[src/rtl/rcoc_pkg.sv]
// Shared constants for the reference clock output control block
package rcoc_pkg;
  // Clock rates in MHz; the half-period tick rate is twice the reference
  localparam int SYS_CLK_MHZ = 125;
  localparam int REF_CLK_MHZ = 16;
  localparam logic [7:0] NCO_MOD = 8'(SYS_CLK_MHZ);
  localparam logic [7:0] NCO_INC = 8'(2 * REF_CLK_MHZ);
  localparam logic [7:0] NCO_INC_LO = NCO_INC - 8'h01;
  localparam logic [7:0] NCO_INC_HI = NCO_INC + 8'h01;

  // Register indices; byte address is four times the index
  localparam logic [5:0] IDX_PAD_CTRL = 6'h03;
  localparam logic [5:0] IDX_RX_CTRL = 6'h0A;
  localparam logic [5:0] IDX_MOD_CTRL = 6'h0C;
  localparam logic [5:0] IDX_OSC_CTRL = 6'h12;
  localparam logic [5:0] IDX_STATUS = 6'h20;

  // Reset values
  localparam logic [7:0] RST_PAD_CTRL = 8'h19;
  localparam logic [7:0] RST_RX_CTRL = 8'h17;
  localparam logic [7:0] RST_MOD_CTRL = 8'h04;
  localparam logic [7:0] RST_OSC_CTRL = 8'hF0;
  localparam logic [2:0] RATE_RESET = 3'h1;

  // Field positions
  localparam int POS_DEFER = 3;
  localparam int POS_DRIVE = 4;
  localparam int POS_JITTER = 5;
  localparam int POS_SUBMODE = 2;
  localparam int POS_BPSK = 3;
  localparam int POS_OSC_SRC = 4;

  // Rate codes and the external oscillator source code
  localparam logic [2:0] RATE_OFF = 3'h0;
  localparam logic [2:0] RATE_16M = 3'h5;
  localparam logic [2:0] RATE_250K = 3'h6;
  localparam logic [2:0] RATE_SYM = 3'h7;
  localparam logic [3:0] OSC_EXTERNAL = 4'h4;

  // Output cycles delivered before sleep at rate codes 1 to 5; other codes sleep at once
  localparam logic [5:0] DRAIN_CYCLES = 6'd35;

  // Symbol-rate half periods in 32 MHz half ticks (20k, 40k, 25k, 62.5k)
  localparam logic [9:0] SYM_HALF_20K = 10'd800;
  localparam logic [9:0] SYM_HALF_40K = 10'd400;
  localparam logic [9:0] SYM_HALF_25K = 10'd640;
  localparam logic [9:0] SYM_HALF_62K5 = 10'd256;

  localparam logic [15:0] LFSR_SEED = 16'hACE1;

  typedef enum logic [1:0] {ST_RUN, ST_DRAIN, ST_SLEEP} rcoc_state_t;
endpackage

[src/rtl/rcoc_divider.sv]
// Prescaler: raw reference half ticks, binary taps, symbol clock, jitter
`timescale 1ns/1ns
module rcoc_divider
  import rcoc_pkg::*;
(
  input wire logic refClk,
  input wire logic rstN,
  input wire logic jitterOn,
  input wire logic [9:0] symHalf,
  output logic [6:0] divCnt,
  output logic symClk
);
  logic [7:0] acc_r, acc_nxt;
  logic [6:0] cnt_r, cnt_nxt;
  logic [9:0] symCnt_r, symCnt_nxt;
  logic sym_r, sym_nxt;
  logic [15:0] lfsr_r, lfsr_nxt;
  logic [8:0] sum;
  logic [7:0] inc;
  logic tick;

  always_comb begin
    // Jitter widens/narrows half periods; average rate stays at the reference
    inc = NCO_INC;
    if (jitterOn) begin
      inc = lfsr_r[0] ? NCO_INC_HI : NCO_INC_LO;
    end
    sum = {1'b0, acc_r} + {1'b0, inc};
    tick = (sum >= {1'b0, NCO_MOD});
    acc_nxt = tick ? 8'(sum - {1'b0, NCO_MOD}) : sum[7:0];
    lfsr_nxt = {lfsr_r[14:0], lfsr_r[15] ^ lfsr_r[13] ^ lfsr_r[12] ^ lfsr_r[10]};
    cnt_nxt = cnt_r;
    symCnt_nxt = symCnt_r;
    sym_nxt = sym_r;
    if (tick) begin
      cnt_nxt = cnt_r + 7'h01;
      if (symCnt_r >= symHalf - 10'h001) begin
        symCnt_nxt = '0;
        sym_nxt = ~sym_r;
      end else begin
        symCnt_nxt = symCnt_r + 10'h001;
      end
    end
  end

  always_ff @(posedge refClk or negedge rstN) begin
    if (!rstN) begin
      acc_r <= '0;
      cnt_r <= '0;
      symCnt_r <= '0;
      sym_r <= 1'b0;
      lfsr_r <= LFSR_SEED;
    end else begin
      acc_r <= acc_nxt;
      cnt_r <= cnt_nxt;
      symCnt_r <= symCnt_nxt;
      sym_r <= sym_nxt;
      lfsr_r <= lfsr_nxt;
    end
  end

  assign divCnt = cnt_r;
  assign symClk = sym_r;
endmodule

[src/rtl/rcoc_clock_out.sv]
// Reference clock output control with Wishbone register access
//
// The implementer's own choices: register access over Wishbone and the placing of the registers.
`timescale 1ns/1ns
module rcoc_clock_out
  import rcoc_pkg::*;
(
  input wire logic ref_clk,
  input wire logic reset_n,
  input wire logic powerOnReset_n,
  input wire logic wb_cyc_i,
  input wire logic wb_stb_i,
  input wire logic wb_we_i,
  input wire logic [7:0] wb_adr_i,
  input wire logic [3:0] wb_sel_i,
  input wire logic [31:0] wb_dat_i,
  output logic [31:0] wb_dat_o,
  output logic wb_ack_o,
  input wire logic sleep_request_pin,
  input wire logic radio_off_state,
  input wire logic txActive,
  input wire logic filterTuning,
  output logic clock_out_pin,
  output logic [1:0] clockOutDrive,
  output logic [1:0] padDrive,
  output logic jitterActive,
  output logic oscPowerDown,
  output logic [3:0] osc_load_trim,
  output logic sleeping
);
  logic rstMeta_r, rstSync_r, porMeta_r, porSync_r, devRstN, porRstN;

  // Device reset and power-on reset, each released through two flops
  always_ff @(posedge ref_clk or negedge reset_n) begin
    if (!reset_n) begin
      rstMeta_r <= 1'b0;
      rstSync_r <= 1'b0;
    end else begin
      rstMeta_r <= 1'b1;
      rstSync_r <= rstMeta_r;
    end
  end

  always_ff @(posedge ref_clk or negedge powerOnReset_n) begin
    if (!powerOnReset_n) begin
      porMeta_r <= 1'b0;
      porSync_r <= 1'b0;
    end else begin
      porMeta_r <= 1'b1;
      porSync_r <= porMeta_r;
    end
  end

  assign devRstN = rstSync_r;
  assign porRstN = porSync_r;

  // Output level of a rate code, given the prescaler state
  function automatic logic rateTap(input logic [2:0] code, input logic [6:0] cnt,
                                   input logic sym);
    unique case (code)
      RATE_OFF: rateTap = 1'b0;
      3'h1: rateTap = cnt[4];
      3'h2: rateTap = cnt[3];
      3'h3: rateTap = cnt[2];
      3'h4: rateTap = cnt[1];
      RATE_16M: rateTap = cnt[0];
      RATE_250K: rateTap = cnt[6];
      RATE_SYM: rateTap = sym;
    endcase
  endfunction

  // Register file
  logic [7:0] padCtrl_r, padCtrl_nxt, rxCtrl_r, rxCtrl_nxt;
  logic [7:0] modCtrl_r, modCtrl_nxt, oscCtrl_r, oscCtrl_nxt;
  logic ack_r, ack_nxt;
  logic [31:0] dat_r, dat_nxt;
  logic immReq_r, immReq_nxt;
  logic [2:0] effRate_r, effRate_nxt;
  rcoc_state_t state_r, state_nxt;
  logic [5:0] drain_r, drain_nxt;
  logic outLvl_r, outLvl_nxt;
  logic [6:0] divCnt;
  logic symClk;
  logic [9:0] symHalf;
  logic [5:0] idx;
  logic wrStrobe, wrPad, curTap, newTap, fallEdge;
  logic [7:0] statusVal;

  assign idx = wb_adr_i[7:2];
  assign wrStrobe = wb_cyc_i && wb_stb_i && ack_r && wb_we_i && wb_sel_i[0];
  assign wrPad = wrStrobe && (idx == IDX_PAD_CTRL);

  always_comb begin
    statusVal = {1'b0, effRate_r, (padCtrl_r[2:0] != effRate_r),
                 jitterActive, (state_r == ST_DRAIN), (state_r == ST_SLEEP)};
    ack_nxt = wb_cyc_i && wb_stb_i && !ack_r;
    dat_nxt = dat_r;
    if (ack_nxt) begin
      // Unmapped indices read as zero
      unique case (idx)
        IDX_PAD_CTRL: dat_nxt = {24'h0, padCtrl_r};
        IDX_RX_CTRL: dat_nxt = {24'h0, rxCtrl_r};
        IDX_MOD_CTRL: dat_nxt = {24'h0, modCtrl_r};
        IDX_OSC_CTRL: dat_nxt = {24'h0, oscCtrl_r};
        IDX_STATUS: dat_nxt = {24'h0, statusVal};
        default: dat_nxt = 32'h0;
      endcase
    end
    padCtrl_nxt = padCtrl_r;
    rxCtrl_nxt = rxCtrl_r;
    modCtrl_nxt = modCtrl_r;
    oscCtrl_nxt = oscCtrl_r;
    if (wrStrobe) begin
      unique case (idx)
        IDX_PAD_CTRL: padCtrl_nxt = wb_dat_i[7:0];
        IDX_RX_CTRL: rxCtrl_nxt = wb_dat_i[7:0];
        IDX_MOD_CTRL: modCtrl_nxt = {4'h0, wb_dat_i[3:2], 2'h0};
        IDX_OSC_CTRL: oscCtrl_nxt = wb_dat_i[7:0];
        default: ;
      endcase
    end
  end

  // Rate field and defer bit reset with the device; effective rate does not
  always_ff @(posedge ref_clk or negedge devRstN) begin
    if (!devRstN) begin
      padCtrl_r <= RST_PAD_CTRL;
      rxCtrl_r <= RST_RX_CTRL;
      modCtrl_r <= RST_MOD_CTRL;
      oscCtrl_r <= RST_OSC_CTRL;
      ack_r <= 1'b0;
      dat_r <= 32'h0;
    end else begin
      padCtrl_r <= padCtrl_nxt;
      rxCtrl_r <= rxCtrl_nxt;
      modCtrl_r <= modCtrl_nxt;
      oscCtrl_r <= oscCtrl_nxt;
      ack_r <= ack_nxt;
      dat_r <= dat_nxt;
    end
  end

  assign wb_ack_o = ack_r;
  assign wb_dat_o = dat_r;

  // Symbol clock half period follows the active modulation
  always_comb begin
    unique case ({modCtrl_r[POS_BPSK], modCtrl_r[POS_SUBMODE]})
      2'b00: symHalf = SYM_HALF_20K;
      2'b01: symHalf = SYM_HALF_40K;
      2'b10: symHalf = SYM_HALF_25K;
      2'b11: symHalf = SYM_HALF_62K5;
    endcase
  end

  // Jitter gated off while transmitting or tuning; transmit path has its own clock
  assign jitterActive = rxCtrl_r[POS_JITTER] && !txActive && !filterTuning;

  // Prescaler keeps running through device reset so the pin never stalls
  rcoc_divider u_div (
    .refClk(ref_clk),
    .rstN(porRstN),
    .jitterOn(jitterActive),
    .symHalf(symHalf),
    .divCnt(divCnt),
    .symClk(symClk)
  );

  assign curTap = rateTap(effRate_r, divCnt, symClk);
  assign newTap = rateTap(padCtrl_r[2:0], divCnt, symClk);
  assign fallEdge = outLvl_r && !curTap;

  // Rate sequencing and sleep handling
  always_comb begin
    immReq_nxt = immReq_r;
    effRate_nxt = effRate_r;
    state_nxt = state_r;
    drain_nxt = drain_r;
    outLvl_nxt = (state_r == ST_SLEEP) ? 1'b0 : curTap;
    if (wrPad && (!wb_dat_i[POS_DEFER] || effRate_r == RATE_OFF)) begin
      immReq_nxt = 1'b1;
    end
    unique case (state_r)
      ST_RUN: begin
        // Switch only while old and new clocks are both low
        if (immReq_r && !outLvl_r && !curTap && !newTap) begin
          effRate_nxt = padCtrl_r[2:0];
          immReq_nxt = wrPad && (!wb_dat_i[POS_DEFER] || padCtrl_r[2:0] == RATE_OFF);
        end
        if (sleep_request_pin && radio_off_state) begin
          if (effRate_r != RATE_OFF && effRate_r <= RATE_16M) begin
            state_nxt = ST_DRAIN;
            drain_nxt = '0;
          end else begin
            state_nxt = ST_SLEEP;
          end
        end
      end
      ST_DRAIN: begin
        if (fallEdge) begin
          drain_nxt = drain_r + 6'h01;
          if (drain_r == DRAIN_CYCLES - 6'h01) begin
            state_nxt = ST_SLEEP;
          end
        end
      end
      ST_SLEEP: begin
        if (!sleep_request_pin) begin
          // Stored rate (possibly the reset value) takes over on wake
          effRate_nxt = padCtrl_r[2:0];
          // A rate write landing in the wake cycle keeps its immediate request
          immReq_nxt = wrPad && (!wb_dat_i[POS_DEFER] || padCtrl_r[2:0] == RATE_OFF);
          state_nxt = ST_RUN;
        end
      end
    endcase
  end

  // Effective rate and sleep state survive device reset: only power-on clears them
  always_ff @(posedge ref_clk or negedge porRstN) begin
    if (!porRstN) begin
      effRate_r <= RATE_RESET;
      immReq_r <= 1'b0;
      state_r <= ST_RUN;
      drain_r <= '0;
      outLvl_r <= 1'b0;
    end else begin
      effRate_r <= effRate_nxt;
      immReq_r <= immReq_nxt;
      state_r <= state_nxt;
      drain_r <= drain_nxt;
      outLvl_r <= outLvl_nxt;
    end
  end

  assign clock_out_pin = outLvl_r;
  assign clockOutDrive = padCtrl_r[POS_DRIVE+1:POS_DRIVE];
  assign padDrive = padCtrl_r[7:6];
  assign oscPowerDown = (oscCtrl_r[7:POS_OSC_SRC] == OSC_EXTERNAL);
  assign osc_load_trim = oscCtrl_r[3:0];
  assign sleeping = (state_r == ST_SLEEP);
endmodule

[config.mk]
export PLATFORM = sky130hd
export DESIGN_NAME = rcoc_clock_out
export DESIGN_NICKNAME = d
export VERILOG_FILES = /design/src/rtl/rcoc_pkg.sv /design/src/rtl/rcoc_divider.sv /design/src/rtl/rcoc_clock_out.sv
export SDC_FILE = /design/constraint.sdc
export NUM_CORES = 1
export LEC_CHECK = 0
export BUFFER_PORTS_ARGS = -buffer_cell sky130_fd_sc_hd__buf_2
export CAP_MARGIN = 10
export CORE_MARGIN = 3
export CORE_UTILIZATION = 52
export CTS_BUF_LIST = sky130_fd_sc_hd__clkbuf_8
export DETAILED_ROUTE_END_ITERATION = 8
export HOLD_SLACK_MARGIN = 0.08
export PLACE_DENSITY = 0.78
export SLEW_MARGIN = 40
export SYNTH_ARGS = -nofsm -noshare
export SYNTH_HDL_FRONTEND = slang
export SYNTH_SLANG_ARGS = --single-unit
[constraint.sdc]
create_clock -name ref_clk -period 1.75 [get_ports ref_clk]
set_clock_uncertainty 0.05 [all_clocks]
set_input_delay 0.35 -clock ref_clk [delete_from_list [all_inputs] [get_ports ref_clk]]
set_output_delay 0.35 -clock ref_clk [all_outputs]
set_load 0.02 [all_outputs]
==> results.json <==
{
  "grt-ovfl-total": 0,
  "syn_area_sq_um": 5320,
  "vias_per_cell": 5.68,
  "synth.top_cells.by_count": "dfrtp_1, nand2_1, mux2_2, buf_4, o21ai_0",
  "met2_length_mm": 7.24,
  "yosys.area_share.simple_pct": 14.4,
  "rows": 36,
  "grt_max_degree": 42,
  "synth-compound-area-share_pct": 14.1,
  "yosysSeqAreaShare_pct": 44.7,
  "grt_usage_pct": 22.9,
  "dr_wl_met3_microns": 669,
  "cts-root-buf": "clkbuf_8",
  "rsz0062_at_grt": "yes",
  "m1WireLength_mm": 5.20,
  "synth-async-reset-ratio_pct": 100,
  "hpwl_mm": 8.89,
  "cp-end-kind": "flip-flop",
  "drive_gt1_share_pct": 42.8,
  "slowest_delay_ps": 500,
  "die-height_microns": 107,
  "drc": 0,
  "synth_most_common_cell": "dfrtp_1",
  "synth_top_family_by_area": "simple AND/OR/NAND/NOR gates",
  "violations": "setup timing",
  "area_delta_synth_final_pct": 28.6,
  "cts.path.max_buffers": 2,
  "finalHoldViolCount": 0,
  "core_sq_um": 9860,
  "worstSetupStartpointType": "flip-flop",
  "dr_total_vias": 4434,
  "start_util_pct": 53.9,
  "cts_tree": "yes",
  "fill_cells": 672,
  "netlist_top_cells_area": "dfrtp_1, dfstp_2, mux2_2",
  "antenna_found_initial": 0,
  "total_power_mw": 8.53,
  "cpMaxStageDelayCell": "mux4_2",
  "antenna_cells": 0,
  "synthAdderAreaFrac_pct": 4.47,
  "ioPinCount": 99,
  "ys_ff_latch": 94,
  "setup_viol": 38,
  "hold_class": "flip-flop to async pin",
  "place_ws_ps": -1550,
  "path_cells": "nor4b_4 > inv_2 > nand2_2 > nand2_2 > ha_4 > or2_4 > mux4_2 > nand2_2 > a211oi_4 > and3_4 > o21a_4 > mux2_2",
  "place_congestion": 0.877,
  "cp_data_required_time_ps": 1950,
  "synth_top_area_share_pct": 34.3,
  "place.detailed.instances": 749,
  "top_layer_used": "met4",
  "ys_types": 60,
  "avgSynthCellArea_sq_um": 10.3,
  "grt_pass1_vias": 4438,
  "crit_fanout": 9,
  "fmax_ghz": 0.341,
  "crit_buf_inv": 1,
  "layout_min_cycle_time_ps": 2930,
  "arrival_ps": 3130,
  "final_cell_area_sq_um": 6840,
  "cts_buffers": 9,
  "cts-htree-levels": 3,
  "layout.nets": 715,
  "synth_edf_count": 0,
  "power_density_nw_per_um2": 1250,
  "slew_violations": 0,
  "drtIter0Drc": 301,
  "grt_pass1_wl_mm": 21.0,
  "port_buffers": 45,
  "synth.area.mux_share_pct": 10.5,
  "yosys_warnings": 0,
  "ant_nets": 0,
  "dieWidth_microns": 107,
  "cts_sinks": 94,
  "totalWireLength_mm": 13.3,
  "setup_slack_ps": -1180,
  "synth_area_leader_cell": "dfrtp_1",
  "worstSetupPathType": "flip-flop to flip-flop",
  "synth_xor_area_share_pct": 3.79,
  "fin_crit_sh_pct": 167,
  "synthCells": 518,
  "wl_per_cell_microns": 17.1,
  "synth_ff_type": "dfrtp_1",
  "finalNonFillerCells": 780,
  "clkLatencyLatePin_ps": 370,
  "fin_tns_setup_ps": -31500,
  "cts.clk_slew.worst_paths_ps": 100,
  "place_area_sq_um": 6170,
  "cap_violations": 0,
  "relSlewSlack_pct": 64.4,
  "worst_slew_pin_slew_ps": 529,
  "p_leak_nw": 3.27,
  "vdd_ir_drop_max_mv": 1.08,
  "dieArea_sq_um": 11500,
  "status": "finished with violations",
  "firstDrtPassIters": 5,
  "path_delay_family": "simple AND/OR/NAND/NOR gates",
  "worst_path_most_repeated_cell": "nand2_2"
}
sequential cells by signal, summed over array words and instances, names as in the netlist:
register and flops:
u_div.divCnt 7, u_div.symCnt_r 10, effRate_r 3, u_div.lfsr_r 16, oscCtrl_r 8, u_div.symClk 1
immReq_r 1, porRstN 1, rstMeta_r 1, drain_r 6, state_r 2, wb_dat_o 8
porMeta_r 1, clock_out_pin 1, padCtrl_r 8, u_div.acc_r 8, wb_ack_o 1, devRstN 1
rxCtrl_r 8, modCtrl_r 2
final timing paths:
| check | startpoint | endpoint | slack, ps | cells after the start |
|---|---|---|---|---|
| worst max-delay path | rxCtrl_r[5] | u_div.symCnt_r[0] | -1180 | 12 |
| worst min-delay path | porRstN | u_div.symCnt_r[8] | 130 | 0 |
| worst max register to register | rxCtrl_r[5] | u_div.symCnt_r[0] | -1180 | 12 |
| worst min register to register | porRstN | u_div.symCnt_r[8] | 130 | 0 |
| max in group asynchronous | porRstN | u_div.lfsr_r[0] | 920 | 1 |
| min in group ref_clk | wb_dat_i[4] | padCtrl_r[4] | 190 | 2 |
what timing repair did:
action                                  CTS  global route
endpoints found under the hold margin     4             0
endpoints found under the setup margin   41            43
cloned                                    0             0
pin swaps                                20            23
setup buffers                             8             7
resized for setup                        46            47
hold buffers                              2             0
worst register-to-register path: stages (launching register included):
cell,delay (ps)
dfrtp_2,430
nor4b_4,250
inv_2,80
nand2_2,80
nand2_2,70
ha_4,190
or2_4,240
mux4_2,500
nand2_2,120
a211oi_4,70
and3_4,220
o21a_4,260
mux2_2,270
area by class of cell:
| type | count | area [sq um] | share of cell area [%] |
|---|---|---|---|
| timing repair buffer | 146 | 1070 | 15.6 |
| tap | 133 | 166 | 2.43 |
| clock inverter | 7 | 56.3 | 0.823 |
| clock buffer | 9 | 124 | 1.81 |
| inverter | 17 | 63.8 | 0.933 |
| sequential | 94 | 2380 | 34.8 |
| multi-input combinational | 374 | 2980 | 43.6 |
report_power, final:
group | leakage (nW) | internal (mW) | switching, mW
registers | 1.17 | 2.51 | 0.299
logic | 2.01 | 2.16 | 2.22
clock network | 0.0896 | 0.534 | 0.809
layer usage:
metal  track usage [%]  vias up
met2              41.5      157
met5                 0        -
met4              6.67        0
met1              27.1     2217
li1                  -     2035
met3              5.12       25
placed cells by master, fill, tap and decap left out, types with 11 or more instances in the layout:
cell type and instances:
nand3_1 15, ha_1 15, mux2i_1 11, a21oi_1 14, buf_6 12, mux2_2 27
conb_1 26, nor2_1 24, buf_2 42, o21ai_1 14, xnor2_1 19, a21o_1 11
inv_1 16, buf_4 88, nand2_1 41, dfrtp_1 70, dfstp_2 21
through the flow:
stage          hold WS, ps  utilization [%]
5_1_grt                171             69.3
3_5_place_dp          86.0             62.5
3_3_place_gp          84.3             62.5
6_report               134             69.3
4_1_cts                141             67.0
2_1_floorplan         4.41                -
cells by family (layout without fill, tap and decap cells):
kind of cell             count (synthesis)  after routing
flip-flops                              94             94
AND/OR/NAND/NOR                        149            149
XOR/XNOR                                23             23
multiplexers                            48             48
other                                    2             26
adder cells (fa/ha/maj)                 19             19
AO/OA/AOI/OAI                          109            109
buffers and inverters                   74            179
Note: power is estimated with default switching activity, not from simulation.
